## config.mk

```make
export PLATFORM = sky130hd
export DESIGN_NAME = sbl_layer1_fsm
export DESIGN_NICKNAME = d
export VERILOG_FILES = /design/src/hw/sbl_pkg.sv /design/src/hw/sbl_layer1_fsm.sv
export SDC_FILE = /design/constraint.sdc
export NUM_CORES = 1
export LEC_CHECK = 0
export ABC_CLOCK_PERIOD_IN_PS = 2670
export BUFFER_PORTS_ARGS = -buffer_cell sky130_fd_sc_hd__buf_2
export CAP_MARGIN = 20
export CORE_UTILIZATION = 25
export CTS_CLUSTER_SIZE = 14
export DETAILED_ROUTE_END_ITERATION = 7
export GPL_ROUTABILITY_DRIVEN = 1
export PLACE_DENSITY = 0.53
export SYNTH_ARGS = -nofsm -noshare
export SYNTH_HDL_FRONTEND = slang
export SYNTH_SLANG_ARGS = --single-unit
```

## constraint.sdc

```tcl
create_clock -name mclk -period 2.67 [get_ports mclk]
set_input_delay 0.4005 -clock mclk [delete_from_list [all_inputs] [get_ports mclk]]
set_output_delay 0.4005 -clock mclk [all_outputs]
set_load 0.01 [all_outputs]
```

## src/hw/sbl_pkg.sv

```systemverilog
// Shared constants for the S-bus layer-1 activation state machine
package sbl_pkg;
  // Command codes on the C/I channel
  localparam logic [3:0] SBL_CMD_CLOCK_WAKE = 4'h0;
  localparam logic [3:0] SBL_CMD_RESTART = 4'h1;
  localparam logic [3:0] SBL_CMD_SINGLE_PULSE = 4'h2;
  localparam logic [3:0] SBL_CMD_CONT_PULSE = 4'h3;
  localparam logic [3:0] SBL_CMD_ACT_PRIO8 = 4'h8;
  localparam logic [3:0] SBL_CMD_ACT_PRIO10 = 4'h9;
  localparam logic [3:0] SBL_CMD_LOOP_ACT = 4'hA;
  localparam logic [3:0] SBL_CMD_DEACT_IND = 4'hF;
  // Indication codes on the C/I channel
  localparam logic [3:0] SBL_IND_REMOTE_DEACT = 4'h0;
  localparam logic [3:0] SBL_IND_RESTART_ACK = 4'h1;
  localparam logic [3:0] SBL_IND_TEST_ACK = 4'h2;
  localparam logic [3:0] SBL_IND_UNSYNC = 4'h4;
  localparam logic [3:0] SBL_IND_DEACT_FROM_SYNC = 4'h5;
  localparam logic [3:0] SBL_IND_CLOCKS_RUNNING = 4'h7;
  localparam logic [3:0] SBL_IND_INFO2_SEEN = 4'h8;
  localparam logic [3:0] SBL_IND_LOOP_CLOSED = 4'hA;
  localparam logic [3:0] SBL_IND_BAD_VIOLATION = 4'hB;
  localparam logic [3:0] SBL_IND_ACTIVE_PRIO8 = 4'hC;
  localparam logic [3:0] SBL_IND_ACTIVE_PRIO10 = 4'hD;
  localparam logic [3:0] SBL_IND_LOOP_ACTIVE = 4'hE;
  localparam logic [3:0] SBL_IND_QUIESCENT = 4'hF;
  // Line signal selection driven to the transmitter
  localparam logic [2:0] SBL_TX_INFO0 = 3'h0;
  localparam logic [2:0] SBL_TX_INFO1 = 3'h1;
  localparam logic [2:0] SBL_TX_INFO3 = 3'h3;
  localparam logic [2:0] SBL_TX_SINGLE = 3'h5;
  localparam logic [2:0] SBL_TX_CONT = 3'h6;
  // Repeating upstream wake pattern, sent MSB first
  localparam logic [7:0] SBL_INFO1_PATTERN = 8'h3F;
  localparam int SBL_BITS_PER_FRAME = 48;
  // Clock stop delay
  localparam int SBL_STOP_DELAY_US = 500;
  localparam int SBL_CLK_MHZ = 100;
  localparam int SBL_STOP_CYCLES = SBL_STOP_DELAY_US * SBL_CLK_MHZ;
  localparam logic [3:0] SBL_IND_RESET = 4'hF;
  typedef enum logic [12:0] {
    SBL_ST_DEACT = 13'h0001,
    SBL_ST_PEND_DEACT = 13'h0002,
    SBL_ST_PWR_UP = 13'h0004,
    SBL_ST_PEND_ACT = 13'h0008,
    SBL_ST_UNSYNC = 13'h0010,
    SBL_ST_SYNCED = 13'h0020,
    SBL_ST_ACTIVE = 13'h0040,
    SBL_ST_LOST_FRAME = 13'h0080,
    SBL_ST_LOOP_CLOSED = 13'h0100,
    SBL_ST_LOOP_ACTIVE = 13'h0200,
    SBL_ST_TEST_SINGLE = 13'h0400,
    SBL_ST_TEST_CONT = 13'h0800,
    SBL_ST_RESTART = 13'h1000
  } sbl_state_t;
endpackage : sbl_pkg

```

## src/hw/sbl_layer1_fsm.sv

```systemverilog
// Layer-1 activation and deactivation machine, terminal side
`timescale 1ns/1ps
`default_nettype none
module sbl_layer1_fsm import sbl_pkg::*; #(
  parameter int CLOCK_STOP_CYCLES = SBL_STOP_CYCLES
) (
  input wire logic mclk,
  input wire logic resetn,
  input wire logic software_layer1_select,
  input wire logic [2:0] xcvr_command_reg,
  output logic [3:0] xcvr_status_reg,
  input wire logic [3:0] ci_cmd_reg,
  output logic [3:0] ci_ind_reg,
  output logic irq_status_reg,
  input wire logic irq_clear,
  output logic ci_change_irq,
  input wire logic rx_info0,
  input wire logic rx_info2,
  input wire logic rx_info4,
  input wire logic rx_infox,
  input wire logic frame_locked_flag,
  input wire logic rx_code_violation,
  input wire logic line_awake,
  input wire logic bit_tick,
  input wire logic clock_stop_cfg,
  input wire logic illegal_violation_enable,
  input wire logic loop_internal,
  output logic [2:0] tx_info,
  output logic tx_data_bit,
  output logic tx_pulse,
  output logic tx_pulse_neg,
  output logic loop_a_close,
  output logic transparent_en,
  output logic clocks_run,
  output logic analog_sleep_bit
);
  localparam int CW = $clog2(CLOCK_STOP_CYCLES + 1);
  localparam logic [CW-1:0] STOP_LAST = CW'(CLOCK_STOP_CYCLES - 1);
  localparam logic [5:0] FRAME_LAST = 6'(SBL_BITS_PER_FRAME - 1);

  // A zero delay would underflow the stop counter
  if (CLOCK_STOP_CYCLES < 1) begin : g_bad_stop
    $error("CLOCK_STOP_CYCLES must be at least one");
  end
  function automatic logic is_uncond(input logic [3:0] c);
    is_uncond = (c == SBL_CMD_RESTART) || (c == SBL_CMD_LOOP_ACT) ||
                (c == SBL_CMD_SINGLE_PULSE) || (c == SBL_CMD_CONT_PULSE);
  endfunction : is_uncond
  sbl_state_t state_reg, state_next, uncond_state;
  logic [3:0] ci_ind_next, state_ind, pend_ind_reg, pend_ind_next;
  logic prio10_reg, prio10_next;
  logic cvr_reg, cvr_next;
  logic [CW-1:0] stop_cnt_reg;
  logic stopped_reg;
  logic [2:0] pat_idx_reg;
  logic [5:0] bit_cnt_reg;
  logic [2:0] tx_info_next;
  logic state_change;
  // Decoded commands
  wire logic cmd_ar8 = (ci_cmd_reg == SBL_CMD_ACT_PRIO8);
  wire logic cmd_activate_prio10_cmd = (ci_cmd_reg == SBL_CMD_ACT_PRIO10);
  wire logic cmd_ar = cmd_ar8 || cmd_activate_prio10_cmd;
  wire logic cmd_di = (ci_cmd_reg == SBL_CMD_DEACT_IND);
  wire logic cmd_wake = (ci_cmd_reg == SBL_CMD_CLOCK_WAKE);
  wire logic cmd_uncond = is_uncond(ci_cmd_reg);
  wire logic in_test = (state_reg == SBL_ST_TEST_SINGLE) || (state_reg == SBL_ST_TEST_CONT);
  wire logic is_test_cmd = (ci_cmd_reg == SBL_CMD_SINGLE_PULSE) ||
                           (ci_cmd_reg == SBL_CMD_CONT_PULSE);
  wire logic in_loop = (state_reg == SBL_ST_LOOP_CLOSED) || (state_reg == SBL_ST_LOOP_ACTIVE);
  // Level commands: only act when entering, and test never hops straight to test
  wire logic uncond_hit = cmd_uncond && !(in_test && is_test_cmd) &&
                          !(in_loop && ci_cmd_reg == SBL_CMD_LOOP_ACT) &&
                          (state_reg != uncond_state);
  always_comb begin
    case (ci_cmd_reg)
      SBL_CMD_LOOP_ACT: uncond_state = SBL_ST_LOOP_CLOSED;
      SBL_CMD_SINGLE_PULSE: uncond_state = SBL_ST_TEST_SINGLE;
      SBL_CMD_CONT_PULSE: uncond_state = SBL_ST_TEST_CONT;
      default: uncond_state = SBL_ST_RESTART;
    endcase
  end
  always_comb begin
    state_next = state_reg;
    pend_ind_next = pend_ind_reg;
    prio10_next = cmd_ar ? cmd_activate_prio10_cmd : prio10_reg;
    if (software_layer1_select) begin
      state_next = SBL_ST_DEACT;
    end else if (uncond_hit) begin
      state_next = uncond_state;
    end else begin
      case (state_reg)
        SBL_ST_DEACT, SBL_ST_PWR_UP, SBL_ST_PEND_ACT: begin
          if (rx_info4) begin
            state_next = SBL_ST_ACTIVE;
          end else if (rx_info2) begin
            state_next = SBL_ST_SYNCED;
          end else if (rx_infox) begin
            state_next = SBL_ST_UNSYNC;
          end else if (cmd_ar && state_reg != SBL_ST_PEND_ACT) begin
            state_next = SBL_ST_PEND_ACT;
          end else if (cmd_wake && state_reg == SBL_ST_DEACT) begin
            state_next = SBL_ST_PWR_UP;
          end else if (cmd_di && state_reg != SBL_ST_DEACT) begin
            state_next = SBL_ST_DEACT;
          end
        end
        SBL_ST_UNSYNC: begin
          if (rx_info4) begin
            state_next = SBL_ST_ACTIVE;
          end else if (rx_info2) begin
            state_next = SBL_ST_SYNCED;
          end else if (cmd_di) begin
            state_next = SBL_ST_DEACT;
          end
        end
        SBL_ST_SYNCED, SBL_ST_ACTIVE, SBL_ST_LOST_FRAME: begin
          if (rx_info0) begin
            state_next = SBL_ST_PEND_DEACT;
            pend_ind_next = (state_reg == SBL_ST_SYNCED) ? SBL_IND_DEACT_FROM_SYNC
                                                         : SBL_IND_REMOTE_DEACT;
          end else if (!frame_locked_flag && state_reg != SBL_ST_LOST_FRAME) begin
            state_next = SBL_ST_LOST_FRAME;
          end else if (frame_locked_flag && rx_info4) begin
            state_next = SBL_ST_ACTIVE;
          end else if (frame_locked_flag && rx_info2) begin
            state_next = SBL_ST_SYNCED;
          end
        end
        SBL_ST_PEND_DEACT: begin
          if (cmd_di) begin
            state_next = SBL_ST_DEACT;
          end
        end
        SBL_ST_LOOP_CLOSED: begin
          if (frame_locked_flag) begin
            state_next = SBL_ST_LOOP_ACTIVE;
          end else if (cmd_di) begin
            state_next = SBL_ST_DEACT;
          end
        end
        SBL_ST_LOOP_ACTIVE, SBL_ST_TEST_SINGLE, SBL_ST_TEST_CONT, SBL_ST_RESTART: begin
          if (cmd_di) begin
            state_next = SBL_ST_DEACT;
          end
        end
        default: state_next = SBL_ST_DEACT;
      endcase
    end
  end

  // Indication and line signal per state
  always_comb begin
    state_ind = SBL_IND_QUIESCENT;
    tx_info_next = SBL_TX_INFO0;
    case (state_reg)
      SBL_ST_DEACT: state_ind = SBL_IND_QUIESCENT;
      SBL_ST_PEND_DEACT: state_ind = pend_ind_reg;
      SBL_ST_PWR_UP: state_ind = SBL_IND_CLOCKS_RUNNING;
      SBL_ST_PEND_ACT: begin
        state_ind = SBL_IND_CLOCKS_RUNNING;
        tx_info_next = SBL_TX_INFO1;
      end
      SBL_ST_UNSYNC, SBL_ST_LOST_FRAME: state_ind = SBL_IND_UNSYNC;
      SBL_ST_SYNCED: begin
        state_ind = SBL_IND_INFO2_SEEN;
        tx_info_next = SBL_TX_INFO3;
      end
      SBL_ST_ACTIVE: begin
        state_ind = prio10_reg ? SBL_IND_ACTIVE_PRIO10 : SBL_IND_ACTIVE_PRIO8;
        tx_info_next = SBL_TX_INFO3;
      end
      SBL_ST_LOOP_CLOSED: begin
        state_ind = SBL_IND_LOOP_CLOSED;
        tx_info_next = SBL_TX_INFO3;
      end
      SBL_ST_LOOP_ACTIVE: begin
        state_ind = (loop_internal && line_awake) ? SBL_IND_UNSYNC : SBL_IND_LOOP_ACTIVE;
        tx_info_next = SBL_TX_INFO3;
      end
      SBL_ST_TEST_SINGLE: begin
        state_ind = SBL_IND_TEST_ACK;
        tx_info_next = SBL_TX_SINGLE;
      end
      SBL_ST_TEST_CONT: begin
        state_ind = SBL_IND_TEST_ACK;
        tx_info_next = SBL_TX_CONT;
      end
      SBL_ST_RESTART: state_ind = SBL_IND_RESTART_ACK;
      default: state_ind = SBL_IND_QUIESCENT;
    endcase
  end
  assign state_change = (state_next != state_reg);
  // violation report, held until the state moves
  assign cvr_next = state_change ? 1'b0
                  : (cvr_reg || (illegal_violation_enable && rx_code_violation));
  assign ci_ind_next = cvr_reg ? SBL_IND_BAD_VIOLATION : state_ind;
  wire logic ind_changed = (ci_ind_next != ci_ind_reg);
  always_ff @(posedge mclk or negedge resetn) begin
    if (!resetn) begin
      state_reg <= SBL_ST_DEACT;
      pend_ind_reg <= SBL_IND_REMOTE_DEACT;
      prio10_reg <= 1'b0;
      cvr_reg <= 1'b0;
    end else begin
      state_reg <= state_next;
      pend_ind_reg <= pend_ind_next;
      prio10_reg <= prio10_next;
      cvr_reg <= cvr_next;
    end
  end
  // indication register and sticky change flag, set beats clear
  always_ff @(posedge mclk or negedge resetn) begin
    if (!resetn) begin
      ci_ind_reg <= SBL_IND_RESET;
      ci_change_irq <= 1'b0;
      irq_status_reg <= 1'b0;
    end else begin
      ci_ind_reg <= ci_ind_next;
      ci_change_irq <= ind_changed;
      irq_status_reg <= ind_changed || (irq_status_reg && !irq_clear);
    end
  end
  // clock stop timer; restarts on every entry to deactivated
  wire logic stop_arm = (state_reg == SBL_ST_DEACT) && rx_info0 && !clock_stop_cfg &&
                        !software_layer1_select;
  always_ff @(posedge mclk or negedge resetn) begin
    if (!resetn) begin
      stop_cnt_reg <= '0;
      stopped_reg <= 1'b0;
    end else if (!stop_arm || state_change) begin
      stop_cnt_reg <= '0;
      stopped_reg <= stopped_reg && (state_reg == SBL_ST_DEACT) && !state_change;
    end else if (stop_cnt_reg == STOP_LAST) begin
      stopped_reg <= 1'b1;
    end else begin
      stop_cnt_reg <= stop_cnt_reg + 1'b1;
    end
  end
  assign clocks_run = !stopped_reg;
  assign analog_sleep_bit = stopped_reg;
  // wake pattern and frame bit counter
  always_ff @(posedge mclk or negedge resetn) begin
    if (!resetn) begin
      pat_idx_reg <= 3'h7;
      bit_cnt_reg <= '0;
    end else if (bit_tick) begin
      pat_idx_reg <= pat_idx_reg - 1'b1;
      bit_cnt_reg <= (bit_cnt_reg == FRAME_LAST) ? 6'h00 : bit_cnt_reg + 1'b1;
    end
  end
  // alternating pulses: one per frame or one every bit
  wire logic pulse_due = bit_tick && ((tx_info == SBL_TX_CONT) ||
                         (tx_info == SBL_TX_SINGLE && bit_cnt_reg == 6'h00));
  always_ff @(posedge mclk or negedge resetn) begin
    if (!resetn) begin
      tx_info <= SBL_TX_INFO0;
      tx_data_bit <= 1'b0;
      tx_pulse <= 1'b0;
      tx_pulse_neg <= 1'b0;
      loop_a_close <= 1'b0;
      transparent_en <= 1'b0;
      xcvr_status_reg <= 4'h0;
    end else begin
      tx_info <= software_layer1_select ? xcvr_command_reg : tx_info_next;
      tx_data_bit <= (tx_info == SBL_TX_INFO1) ? SBL_INFO1_PATTERN[pat_idx_reg] : 1'b0;
      tx_pulse <= pulse_due || (tx_pulse && !bit_tick);
      tx_pulse_neg <= tx_pulse_neg ^ pulse_due;
      loop_a_close <= in_loop;
      transparent_en <= frame_locked_flag &&
                        ((state_reg == SBL_ST_ACTIVE && cmd_ar) ||
                         (state_reg == SBL_ST_LOOP_ACTIVE && ci_cmd_reg == SBL_CMD_LOOP_ACT));
      xcvr_status_reg <= {frame_locked_flag, rx_info4, rx_info2, rx_info0};
    end
  end
endmodule : sbl_layer1_fsm
`default_nettype wire

```

# ---- Word level (Yosys, flattened, before mapping)
# Memory sizes are Yosys's and may differ from the RTL's.
# Cells that the tools add are included.
dict set report totals {
  ff_bits 63
  mem_bits_ro 8
  out_inout_bits 20
  elab_cells 150
  mem_count 1
}
dict set report classes {
  add_sub_neg 3
  order_cmp 1
  eq_ne 32
  mux 33
  n_bitwise 3
  n_reduce_logical 59
}
# memory depth width rd rd_ports_with_merged_regs wr line_no
set memory_table {}
lappend memory_table {{(no name shown)} 8 1 1 0 0 sbl_layer1_fsm.sv:265} ;# tx_data_bit <= (tx_info == SBL_TX_INFO1) ? SBL_INFO1_PATTERN[pat_idx_reg] : 1'b0;
# cell n
set ops {}
lappend ops {{$mux W13} 16}
lappend ops {{$pmux W13 S5} 1}
lappend ops {{$pmux W13 S3} 1}
lappend ops {{$pmux W4 S9} 1}
lappend ops {{$mux W16} 2}
lappend ops {{$ne A13 B13 Y1} 2}
lappend ops {{$logic_and A1 B1 Y1} 25}
lappend ops {{$add A16 B1 Y16 const B} 1}
lappend ops {{$eq A16 B16 Y1 const B} 1}
lappend ops {{$eq A4 B4 Y1 const B} 4}
lappend ops {{$eq A13 B1 Y1 const B} 1}
lappend ops {{$eq A13 B10 Y1 const B} 1}
lappend ops {{$eq A13 B11 Y1 const B} 1}
lappend ops {{$eq A13 B12 Y1 const B} 1}
lappend ops {{$eq A13 B13 Y1 const B} 1}
lappend ops {{$eq A13 B2 Y1 const B} 1}
lappend ops {{$eq A13 B3 Y1 const B} 1}
lappend ops {{$eq A13 B4 Y1 const B} 1}
lappend ops {{$eq A13 B5 Y1 const B} 1}
lappend ops {{$eq A13 B6 Y1 const B} 1}
lappend ops {{$eq A13 B7 Y1 const B} 1}
lappend ops {{$eq A13 B8 Y1 const B} 1}
lappend ops {{$eq A13 B9 Y1 const B} 1}
lappend ops {{$logic_or A1 B1 Y1} 13}
lappend ops {{other kinds (29)} 51}

# ---- Depth between registers and ports, before layout
# Gate-level depths: netlist of the first run.
dict set report depth {
  word_depth 15
  ltp_mapped 11
}

# ---- Worst setup path after synthesis of the first run
# OpenSTA, ideal clock, no wires.
dict set report synth_timing {
  kind {register -> register}
  from {register state_reg[5]}
  to {register stop_cnt_reg[11]}
  setup_time_ns 0.072
  t_arrival_ns 2.552
  t_required_ns 2.598
  setup_slack_ns 0.046
  stages_incl_launch_ff 11
  path_buffers 2
  period_less_slack_ns 2.624
  path_cell_list {dfrtp_1 buf_2 nor4_4 nand3_1 nor4_2 mux2_2 a22oi_1 mux2_4 nand4_4 buf_6 nor2_1}
}
dict set report synth_via {
  elab_chain_len 14
  elab_cells_between_ends 58
  cone_classes {eq/ne (19); mux (18); reduce/logical (21)}
}
# item line_no
set synth_rtl {}
lappend synth_rtl {{start: declaration} sbl_layer1_fsm.sv:49} ;# sbl_state_t state_reg, state_next, uncond_state;
lappend synth_rtl {{start signal: assignment} sbl_layer1_fsm.sv:205} ;# state_reg <= state_next;
lappend synth_rtl {{$ne A13 B1 Y1} sbl_layer1_fsm.sv:103} ;# end else if (cmd_di && state_reg != SBL_ST_DEACT) begin
lappend synth_rtl {{$logic_and A1 B1 Y1} sbl_layer1_fsm.sv:103}
lappend synth_rtl {{$mux W13} sbl_layer1_fsm.sv:103}
lappend synth_rtl {{$mux W13} sbl_layer1_fsm.sv:101} ;# end else if (cmd_wake && state_reg == SBL_ST_DEACT) begin
lappend synth_rtl {{$mux W13} sbl_layer1_fsm.sv:99} ;# end else if (cmd_ar && state_reg != SBL_ST_PEND_ACT) begin
lappend synth_rtl {{$mux W13} sbl_layer1_fsm.sv:97} ;# end else if (rx_infox) begin
lappend synth_rtl {{$mux W13} sbl_layer1_fsm.sv:95} ;# end else if (rx_info2) begin
lappend synth_rtl {{$mux W13} sbl_layer1_fsm.sv:93} ;# if (rx_info4) begin
lappend synth_rtl {{$pmux W13 S5} sbl_layer1_fsm.sv:91} ;# case (state_reg)
lappend synth_rtl {{$mux W13} sbl_layer1_fsm.sv:88} ;# end else if (uncond_hit) begin
lappend synth_rtl {{$mux W13} sbl_layer1_fsm.sv:86} ;# if (software_layer1_select) begin
lappend synth_rtl {{$ne A13 B13 Y1} sbl_layer1_fsm.sv:192} ;# assign state_change = (state_next != state_reg);
lappend synth_rtl {{$logic_or A1 B1 Y1 *} sbl_layer1_fsm.sv:230} ;# end else if (!stop_arm || state_change) begin
lappend synth_rtl {{$ne A2 B2 Y1 (no source line) / $mux W16 (equally long branches)} n/a}
lappend synth_rtl {{end signal: assignment} sbl_layer1_fsm.sv:236} ;# stop_cnt_reg <= stop_cnt_reg + 1'b1;
lappend synth_rtl {{end: declaration} sbl_layer1_fsm.sv:53} ;# logic [CW-1:0] stop_cnt_reg;
# Every way passes the cells marked *; elsewhere a longest branch is shown, timed or not.
# A chain may end at the register's enable or synchronous reset.

# ---- Worst setup path after layout of the first run
dict set report layout_timing {
  from {register state_reg[5]}
  to {register cvr_reg}
}
dict set report layout_via {
  elab_chain_len 13
  elab_cells_between_ends 52
  cone_classes {eq/ne (18); mux (18); reduce/logical (16)}
}
# item line_no
set layout_rtl {}
lappend layout_rtl {{$ne A13 B1 Y1} sbl_layer1_fsm.sv:103}
lappend layout_rtl {{$logic_and A1 B1 Y1} sbl_layer1_fsm.sv:103}
lappend layout_rtl {{$mux W13} sbl_layer1_fsm.sv:103}
lappend layout_rtl {{$mux W13} sbl_layer1_fsm.sv:101}
lappend layout_rtl {{$mux W13} sbl_layer1_fsm.sv:99}
lappend layout_rtl {{$mux W13} sbl_layer1_fsm.sv:97}
lappend layout_rtl {{$mux W13} sbl_layer1_fsm.sv:95}
lappend layout_rtl {{$mux W13} sbl_layer1_fsm.sv:93}
lappend layout_rtl {{$pmux W13 S5} sbl_layer1_fsm.sv:91}
lappend layout_rtl {{$mux W13} sbl_layer1_fsm.sv:88}
lappend layout_rtl {{$mux W13} sbl_layer1_fsm.sv:86}
lappend layout_rtl {{$ne A13 B13 Y1 *} sbl_layer1_fsm.sv:192}
lappend layout_rtl {{$mux W1 *} sbl_layer1_fsm.sv:194} ;# assign cvr_next = state_change ? 1'b0
lappend layout_rtl {{via cvr_next} sbl_layer1_fsm.sv:52} ;# logic cvr_reg, cvr_next;
lappend layout_rtl {{end signal: assignment} sbl_layer1_fsm.sv:208} ;# cvr_reg <= cvr_next;
lappend layout_rtl {{end: declaration} sbl_layer1_fsm.sv:52}
# The timed path passes the listed nets; every way through them passes the cells marked *.

==> metrics, run 1 <==
R2R setup slack=-70 ps; violated checks=setup timing; Worst Path Required=2920 ps; post-layout util=0.3653; Cell Rows=46; CTS clk-pin slew, worst paths=60 ps; Slew Viols, Final=0; DR iter-0 viols=288; max reg flops=16; Crit Path Category=reg2reg; top_reg_cell synth=dfrtp_1; post-synthesis sequential area ratio=0.3650; via density per instance=5.121; final worst slack=-66.41 ps; LEAKAGE=2.564 nW; yosys warns=0; Netlist Area Pre-Place=4141 µm²; CTS tree=yes; EDFF count, synth=0; endpoint type of the worst setup path=register; clock buffer depth=2; fin crit share=1.025; Worst EP arrival=2980 ps; GP Congestion=0.9456; routed via count=4,322; hold_buf cts=0; peak supply drop=342.4 µV; syn_nets=508; Rel. slew slack=0.6365; Worst Tran Pin Value=545.2 ps; post-route design area=5846 µm²; grt ovf=0; first-pass GRT wire length=22,650 µm; CTS Buf Count=9; worst-skew pair later-pin latency=340 ps; WL final=14,110 µm; final setup fails=1; Power, Total=3.242 mW; Avg WL per Cell=16.71 µm; Routed Antenna Nets=0; placed inst area=5274 µm²; Max-Cap Viols=0; r2r startpoint=state_reg[5]$_DFF_PN0_; Num Clock Sinks=60; Die X-Extent=130.7 µm; most frequent cells in the layout=buf_4 (107), nor2_1 (50), nand2_1 (46), dfrtp_1 (46), buf_2 (41); gr usage total=0.1752; share of cells above drive strength 1=0.3854; vias in the first global route=4,328; Post-Synthesis Cells=482; die area=17,090 µm²; commonest non-fill, non-tap cell in the layout=buf_4; NumNets Final=649; hold crit path type=in2async; Worst Path Max Fanout=6; htree depth=3; unrepaired setup endpoints after global routing=true; setup TNS=-66.41 ps; CTS Root Buffer Type=clkbuf_16; pin count of the biggest net entering global routing=42; worst flop-to-flop path endpoint=cvr_reg$_DFF_PN0_; synth unique cells=79; Critical Path Source Type=register; Port Buffers=41; First-pass DRT Iterations=6; Area Growth Syn to Fin=41.15%; Hold Vio Cnt, Final=0; status=finished with violations; Cell Pwr Density=554.6 nW/µm²; FF+latch count, synth=60; Post-synth ARST share=1.000; n_diodes=0; r2r worst-path depth=9; f_max=365.4 MHz; fin crit period=2736 ps; DP HPWL=10,730 µm; num ports=42; height of the chip=130.7 µm; core area=16,000 µm²; Mapped Avg Cell Area=8.592 µm²; starting density of the core=0.2588; initial antenna violation count=0; DRC viols=0; clock skew=10.24 ps
how the worst max path moves through the flow:
stage / start / end / slack [ps] / cells past startpoint
2_1_floorplan: state_reg[5]$_DFF_PN0_ / stop_cnt_reg[11]$_DFFE_PN0P_ / 50 / 10
3_3_place_gp: ci_cmd_reg[3] / stop_cnt_reg[1]$_DFFE_PN0P_ / -220 / 10
3_5_place_dp: state_reg[2]$_DFF_PN0_ / cvr_reg$_DFF_PN0_ / -270 / 9
4_1_cts: state_reg[2]$_DFF_PN0_ / cvr_reg$_DFF_PN0_ / -50 / 10
5_1_grt: state_reg[2]$_DFF_PN0_ / cvr_reg$_DFF_PN0_ / -200 / 10
6_report: state_reg[5]$_DFF_PN0_ / cvr_reg$_DFF_PN0_ / -70 / 9
timing repair:
action,4_1_cts,5_1_grt
pin swaps,13,10
resized for setup,23,23
hold endpoints to repair,0,0
cloned,0,0
setup buffers,8,4
endpoints found under the setup margin,22,21
area by class of cell:
type	instances	area (µm²)
Fill cell	1665	10150
Multi-Input combinational cell	370	2564
Sequential cell	60	1519
Timing Repair Buffer	156	1125
Tap cell	216	270.3
Clock buffer	11	242.7
Inverter	26	97.59
Clock inverter	5	27.53
kinds of logic (layout without fill, tap and decap cells):
group,after synthesis,after routing,share of synthesized area
XOR/XNOR,34,34,0.07190
adder cells (fa/ha/maj),4,4,0.01209
buffers and inverters,52,198,0.05770
AND/OR/NAND/NOR,214,214,0.2858
AO/OA/AOI/OAI,112,112,0.1909
flip-flops,60,60,0.3650
multiplexers,6,6,0.01661
metal layers:
| layer | track usage | part of all wire | vias to the layer above |
|---|---|---|---|
| met5 | 0 | 0 | - |
| met4 | 0.07911 | 0.032 | 0 |
| li1 | - | - | 2017 |
| met2 | 0.2820 | 0.47 | 185 |
| met1 | 0.2210 | 0.43 | 2073 |
| met3 | 0.04357 | 0.070 | 47 |
metrics by stage:
stage / hold WS [ps] / setup WS [ps] / std cells
detailed placement: 423.4 / -266.1 / 816
floorplan: 104.9 / 46.00 / 482
CTS: 53.60 / -52.22 / 840
finish: 48.88 / -66.41 / 844
global route: 82.67 / -198.8 / 844
global placement: 411.8 / -219.1 / 816
cell usage after synthesis, drive strengths merged, types with 9 or more instances:
cell type,instances,area share
a21oi,24,0.032
buf,17,0.026
clkbuf,9,0.0082
dfrtp,52,0.31
inv,26,0.024
nand2,47,0.043
nand3,21,0.027
nand4,11,0.020
nor2,52,0.048
nor3,28,0.043
o21ai,27,0.033
xnor2,17,0.036
xor2,17,0.036
power by group:
group	leakage [nW]	internal, mW	total (mW)	switching, mW
logic	1.66	0.483	1.01	0.530
registers	0.765	1.06	1.17	0.111
clock network	0.135	0.645	1.06	0.411
total	2.56	2.19	3.24	1.05
worst max-delay path, cell delays in order, from the launching register on:
cell      delay [ps]
dfrtp_2          460
nor4_4           330
nand3_1          220
nor4_2           410
buf_4            190
nor2b_1          280
a21oi_1          140
o21ai_0          230
o211ai_1         220
nor4_2           170
(Power assumes the default switching activity.)
==> inputs of run 2 (changes only) <==
--- a/config.mk
+++ b/config.mk
@@ -8,6 +8,7 @@
 export ABC_CLOCK_PERIOD_IN_PS = 2670
 export BUFFER_PORTS_ARGS = -buffer_cell sky130_fd_sc_hd__buf_2
 export CAP_MARGIN = 20
+export CORE_MARGIN = 1.5
 export CORE_UTILIZATION = 25
 export CTS_CLUSTER_SIZE = 14
 export DETAILED_ROUTE_END_ITERATION = 7
==> run 2 against run 1 <==
  * Critical endpoint unchanged
  * Final area grew 4.5%
  * Setup slack gained 12 ps
  * Critical path type unchanged
  * Largest cell class unchanged
  * Flip-flop and latch count is the same
  * Via count is essentially flat
  * Wire length grew 0.11%
  * Sequential share of layout area shrank 1.1 points
  * Highest routed layer unchanged
  * Register-to-register slack is essentially flat
  * Global-route usage shrank 0.74 points
  * First-iteration DRC count shrank 21%
  * The run still ends with setup timing left
  * Clock power grew 17%
  * Maximum frequency grew 0.45%
==> metrics, run 2 (synthesis results as in run 1) <==
status=finished with violations; violated checks=setup timing; pin count of the biggest net entering global routing=39 (-7.1%); final setup fails=2 (+1); Critical Path Source Type=register; Max-Cap Viols=0 (unchanged); fin crit period=2724 ps (-12.22 ps); multi-input logic area=2619 µm² (+2.1%); routed via count=4,321 (-0.023%); CTS Buf Count=9 (unchanged); height of the chip=131.7 µm (+0.77%); Cell Rows=46 (unchanged); clock buffer depth=2 (unchanged); Area Growth Syn to Fin=47.43%; Hold Vio Cnt, Final=0 (unchanged); commonest non-fill, non-tap cell in the layout=buf_4; clock skew=6.796 ps (-3.443 ps); Placement Setup Slack=-207.9 ps (+58.20 ps); max reg flops=16 (unchanged); CTS Root Buffer Type=clkbuf_16; share of cells above drive strength 1=0.4127 (+0.02732); r2r startpoint=state_reg[5]$_DFF_PN0_; Crit Path Category=reg2reg; Avg WL per Cell=16.37 µm (-2.1%); DRC viols=0 (unchanged); r2r worst-path depth=11 (+2); Worst Path Required=2920 ps (about the same); via density per instance=5.007 (-2.2%); Cell Pwr Density=569.5 nW/µm² (+2.7%); Worst Path Max Fanout=6 (unchanged); DR iter-0 viols=228 (-21%); worst-skew pair later-pin latency=340 ps (about the same); NumNets Final=668 (+2.9%); R2R setup slack=-50 ps (about the same); initial antenna violation count=0 (unchanged); WL final=14,120 µm (+0.11%); DP Cell Count=832 (+2.0%); FF/Latch Area=1519 µm² (unchanged); Die X-Extent=131.7 µm (+0.77%); Worst EP arrival=2980 ps (about the same); htree depth=3 (unchanged); final worst slack=-54.19 ps (+12.22 ps); CTS tree=yes; first-pass GRT wire length=23,020 µm (+1.6%); vias in the first global route=4,387 (+1.4%); hold_buf cts=0 (unchanged); hold crit path type=in2async; grt ovf=0 (unchanged); CTS clk-pin slew, worst paths=50 ps (about the same); peak supply drop=320.4 µV (-6.4%); starting density of the core=0.2579 (-0.0009277); num ports=42 (unchanged); GP Congestion=0.9885 (+4.5%); LEAKAGE=2.690 nW (+4.9%); endpoint type of the worst setup path=register; Worst Tran Pin Value=464.4 ps (-80.74 ps); die area=17,350 µm² (+1.5%); most frequent cells in the layout=buf_4 (127), nor2_1 (48), nand2_1 (46), dfrtp_1 (46), buf_2 (41); DP HPWL=10,940 µm (+2.0%); worst flop-to-flop path endpoint=cvr_reg$_DFF_PN0_; gr usage total=0.1678 (-0.007400); Routed Antenna Nets=0 (unchanged); core area=16,060 µm² (+0.36%); Fill cells=1,644 (-1.3%); Slew Viols, Final=0 (unchanged); fin crit share=1.020 (-0.004577); final std cells w/o fill=863 (+2.3%); f_max=367.1 MHz (+0.45%); Port Buffers=41 (unchanged); Fin Hold WS=62.23 ps (+13.35 ps); Rel. slew slack=0.6880 (+0.05144); Num Clock Sinks=60 (unchanged); First-pass DRT Iterations=5 (-1); post-layout util=0.3802 (+0.01490); unrepaired setup endpoints after global routing=true; n_diodes=0 (unchanged)
-- run 2: cell count changes in the layout (fill, tap and decap cells not counted), moves of 2 or more --
| cell | change |
|---|---|
| clkinv_2 | -3 |
| clkbuf_8 | +3 |
| nor2_1 | -2 |
| nor4_4 | +2 |
| buf_6 | -2 |
| buf_4 | +20 |
-- run 2: timing repair --
item                       4_1_cts  5_1_grt
pin swaps                       17       19
setup endpoints to repair       20       25
setup buffers                    7        7
cloned                           0        1
gates resized for setup         18       37
-- run 2: power by group --
part,internal (mW),leakage (nW),switching [mW]
registers,1.06,0.765,0.111
clock network,0.821,0.158,0.420
logic,0.518,1.77,0.545
total,2.40,2.69,1.08
-- run 2: worst max-delay path, stage by stage, from the launching register on --
cell and delay [ps]:
dfrtp_2 430, buf_4 140, buf_4 150, xor2_2 150, o211ai_1 190, a21oi_2 100, or4_4 560, o211ai_1 210
buf_4 190, o21bai_1 110, o211ai_1 120, nor4_2 280
-- run 2: cell type report --
class | instances | area share
multi-input cells | 370 | 0.4289
flip-flops and latches | 60 | 0.2488
repair buffers | 175 | 0.2092
clock buffers | 13 | 0.04590
well taps | 216 | 0.04426
inverters | 26 | 0.01598
clock inverters | 3 | 0.006967
-- run 2: layer usage --
metal / global-route usage / share of wire / vias to the layer above
li1: - / - / 2053
met1: 0.2201 / 0.46 / 2093
met2: 0.2573 / 0.45 / 132
met3: 0.03742 / 0.050 / 43
met4: 0.08951 / 0.046 / 0
met5: 0 / 0 / -
-- run 2: through the flow --
| stage | setup TNS, ps | total power [mW] | area, µm² |
|---|---|---|---|
| after floorplan | 0 | 1.708 | 4141 |
| after detailed placement | -2105 | 2.134 | 5394 |
| after global routing | -1494 | 3.676 | 6106 |
| after global placement | -832.3 | 2.109 | 5394 |
| after CTS | -399.7 | 3.445 | 5857 |
| final | -56.10 | 3.478 | 6106 |
-- run 2: worst max-delay path by stage --
| stage | from | end | slack [ps] | depth (start not counted) |
|---|---|---|---|---|
| after global routing | state_reg[0]$_DFF_PN1_ | cvr_reg$_DFF_PN0_ | -180 | 11 |
| after global placement | state_reg[1]$_DFF_PN0_ | cvr_reg$_DFF_PN0_ | -90 | 10 |
| final | state_reg[5]$_DFF_PN0_ | cvr_reg$_DFF_PN0_ | -50 | 11 |
| after CTS | state_reg[5]$_DFF_PN0_ | cvr_reg$_DFF_PN0_ | -60 | 10 |
| after detailed placement | state_reg[1]$_DFF_PN0_ | cvr_reg$_DFF_PN0_ | -210 | 10 |
| after floorplan | state_reg[5]$_DFF_PN0_ | stop_cnt_reg[11]$_DFFE_PN0P_ | 50 | 10 |
==> inputs of run 3 (changes only) <==
--- a/config.mk
+++ b/config.mk
@@ -5,6 +5,7 @@
 export SDC_FILE = /design/constraint.sdc
 export NUM_CORES = 1
 export LEC_CHECK = 0
+export ABC_AREA = 1
 export ABC_CLOCK_PERIOD_IN_PS = 2670
 export BUFFER_PORTS_ARGS = -buffer_cell sky130_fd_sc_hd__buf_2
 export CAP_MARGIN = 20
==> run 3 against run 2 <==
  * The flow now finishes without violations
  * Global-route usage is 1.7 points lower
  * Highest routed layer unchanged
  * Clock-buffer cell count is 1 lower
  * Utilization increased by 0.42 points
  * Sequential power hardly changed
  * Maximum frequency increased by 2.6%
  * Register-to-register slack improved by 70 ps
  * Largest cell class unchanged
  * Clock power rose by 5%
  * Critical path depth rose by 7
  * Wire length shrank 2.8%
==> metrics, run 3 <==
status=finished clean; Area Growth Syn to Fin=51.77%; Yosys top cell area share=0.2991 (-0.01509); fin crit period=2654 ps (-70.12 ps); Levels on crit path=18 (+7); busiest grt layer=met2; hold crit path type=in2async; DP Cell Count=981 (+18%); Critical Path Source Type=register; Fin Hold WS=63.00 ps (+0.7674 ps); combinational share of power=0.281 (-0.025); Worst EP arrival=2930 ps (-50 ps); Rel. slew slack=0.7218 (+0.03386); Netlist Area Pre-Place=4350 µm² (+5.0%); DP HPWL=9922 µm (-9.3%); synth unique cells=44 (-44%); Avg WL per Cell=13.32 µm (-19%); GP Congestion=0.8785 (-11%); FF+latch count, synth=60 (unchanged); final setup fails=0 (-2); Max-Cap Viols=0 (unchanged); WL final=13,730 µm (-2.8%); peak supply drop=320.4 µV (about the same); Routed Antenna Nets=0 (unchanged); n_diodes=0 (unchanged); hold_buf cts=0 (unchanged); grt met1 use=0.2004 (-0.01971); Hold Vio Cnt, Final=0 (unchanged); Post-synth ARST share=1.000 (unchanged); final std cells w/o fill=1,031 (+19%); routed via count=4,666 (+8.0%); largest cells by area after synthesis=dfrtp_1 (30%), nand2_1 (14%), nor2_1 (7.5%); Num Clock Sinks=60 (unchanged); syn_nets=654 (+29%); die area=18,200 µm² (+4.9%); cell family with most CP delay=simple AND/OR/NAND/NOR gates; Worst Path Required=2940 ps (+20 ps); grt ovf=0 (unchanged); r2r worst-path depth=18 (+7); most frequent cells in the layout=nand2_1 (139), buf_4 (105), inv_1 (77); Cell Pwr Density=515.8 nW/µm² (-9.4%); clock buffer depth=2 (unchanged); commonest non-fill, non-tap cell in the layout=nand2_1; Post-synth top cells=nand2_1 (161), nor2_1 (87), inv_1 (79); via density per instance=4.526 (-9.6%); Reg power frac=0.336 (about the same); core area=17,180 µm² (+7.0%); clock skew=12.86 ps (+6.068 ps); met3 usage=0.02628 (-0.01115); switching part of the total power=0.3135 (+0.004029); Worst Tran Pin Value=416.8 ps (-47.68 ps); CTS Root Buffer Type=clkbuf_16; First-pass DRT Iterations=5 (unchanged); DR iter-0 viols=279 (+22%); CTS Buf Count=9 (unchanged); first-pass GRT wire length=21,310 µm (-7.4%); share of cells above drive strength 1=0.4069 (-0.005726); Slew Viols, Final=0 (unchanged); Port Buffers=41 (unchanged); yosys warns=0 (unchanged); unrepaired setup endpoints after global routing=true; Cell Rows=48 (+4.3%); height of the chip=134.9 µm (+2.4%); CTS clk-pin slew, worst paths=50 ps (about the same); Pint=2.338 mW (-2.6%); NumNets Final=827 (+24%); Mapped Avg Cell Area=6.927 µm² (-19%); top_reg_cell synth=dfrtp_1; pin count of the biggest net entering global routing=61 (+56%); worst-skew pair later-pin latency=350 ps (about the same); starting density of the core=0.2533 (-0.004631); Die X-Extent=134.9 µm (+2.4%); post-synthesis sequential area ratio=0.3474 (-0.01753); initial antenna violation count=0 (unchanged); f_max=376.8 MHz (+2.6%); leading area contributor after synthesis=dfrtp_1; vias in the first global route=4,254 (-3.0%); Worst Path Max Fanout=8 (+2); crit path cell chain=nor2_4 > nand2_4 > nor2_8 > nand2_4 > nand2_4 > nand2_2 > nand2_2 > nor2_4 > nand2_8 > buf_4 > nand3_2 > xor2_2 > nor2_4 > nand3b_4 > nor2_4 > nand2_4 > buf_12 > nor2_4; post-layout util=0.3844 (+0.004157); most common cell in the synthesized netlist=nand2_1; gr usage total=0.1509 (-0.01690); max reg flops=16 (unchanged); CTS tree=yes; LEAKAGE=3.318 nW (+23%); endpoint type of the worst setup path=register; Sw Pwr=1.068 mW (-0.80%); clock group share of total power=0.382 (+0.025); EDFF count, synth=0 (unchanged); setup TNS=0 ps (+56.10 ps); critical path's largest stage delay=400 ps (-160 ps); DRC viols=0 (unchanged); Post-Synthesis Cells=628 (+30%); Top cell by count, worst path=nor2_4; Crit Path Category=reg2reg; num ports=42 (unchanged); Power, Total=3.406 mW (-2.1%); worst path bufs/invs=2 (-1); met2 GRT Util=0.2396 (-0.01771); fin crit share=0.9940 (-0.02626); crit path max-delay cell type=dfrtp_1; htree depth=3 (unchanged)
[run 3: cell count changes in the layout (fill, tap and decap cells not counted), sizes merged, moves of 7 or more]
cell,before,now
nand2,47,191
o21ai,27,18
inv,26,83
nor4b,7,0
nor3,28,15
xnor2,17,4
nand4,11,21
nand3,21,58
nor2,52,111
a21oi,24,13
[run 3: metal layers]
metal / vias to the layer above / wire length, µm
met3: 24 / 667
met2: 115 / 6400
met5: - / 0
met1: 2180 / 6342
li1: 2347 / -
met4: 0 / 318
[run 3: worst paths after layout]
| kind | slack [ps] | endpoint | start |
|---|---|---|---|
| setup / recovery | 20 | stop_cnt_reg[12]$_DFFE_PN0P_ | state_reg[4]$_DFF_PN0_ |
| hold / removal | 60 | tx_data_bit$_DFF_PN0_ | resetn |
| setup reg to reg | 20 | stop_cnt_reg[12]$_DFFE_PN0P_ | state_reg[4]$_DFF_PN0_ |
| hold reg to reg | 470 | tx_data_bit$_DFF_PN0_ | tx_info[2]$_DFF_PN0_ |
| max in group asynchronous | 2270 | ci_ind_reg[3]$_DFF_PN1_ | resetn |
| min in group mclk | 240 | xcvr_status_reg[0]$_DFF_PN0_ | rx_info0 |
[run 3: final cells by class]
| cell class | instances | area (µm²) |
|---|---|---|
| fill | 1821 | 10570 |
| multi-input combinational | 478 | 2880 |
| sequential | 60 | 1511 |
| timing repair buffer | 168 | 1285 |
| inverter | 84 | 315.3 |
| tap | 225 | 281.5 |
| clock buffer | 12 | 256.5 |
| clock inverter | 4 | 72.57 |
[run 3: cells by family (layout without fill, tap and decap cells)]
| group | Yosys count | after routing | share of synthesized area |
|---|---|---|---|
| DFF | 60 | 60 | 0.3474 |
| adders and majority gates | 4 | 4 | 0.01150 |
| AOI/OAI and AO/OA | 43 | 43 | 0.06011 |
| buffers and inverters | 92 | 268 | 0.09002 |
| xor gates and xnor gates | 17 | 17 | 0.03422 |
| and+or+nand+nor | 412 | 414 | 0.4567 |
[run 3: metrics by stage]
stage / instance area [µm²] / setup WS [ps]
after floorplan: 4350 / 147.7
after global placement: 5524 / -343.0
after detailed placement: 5524 / -275.5
after CTS: 6111 / 6.792
after global routing: 6603 / -130.2
final: 6603 / 15.93
[run 3: worst register-to-register path, cell delays in order, from the launching register on]
cell,delay (ps)
dfrtp_1,400
nor2_4,170
nand2_4,110
nor2_8,250
nand2_4,110
nand2_4,100
nand2_2,50
nand2_2,70
nor2_4,60
nand2_8,110
buf_4,140
nand3_2,110
xor2_2,190
nor2_4,130
nand3b_4,100
nor2_4,140
nand2_4,120
buf_12,170
nor2_4,70
[run 3: what timing repair did]
| action | 4_1_cts | 5_1_grt |
|---|---|---|
| hold endpoints to repair | 0 | 0 |
| cloned | 2 | 0 |
| resized for setup | 38 | 85 |
| pin swaps | 22 | 62 |
| setup buffers | 11 | 22 |
| endpoints found under the setup margin | 18 | 20 |
[run 3: power groups by stage]
stage | sequential (mW) | combinational (mW) | clock [mW]
final | 1.15 | 0.957 | 1.30
after global routing | 1.16 | 1.06 | 1.37
after detailed placement | 1.16 | 0.806 | 0
after global placement | 1.16 | 0.804 | 0
after floorplan | 1.16 | 0.454 | 0
after CTS | 1.15 | 0.865 | 1.34
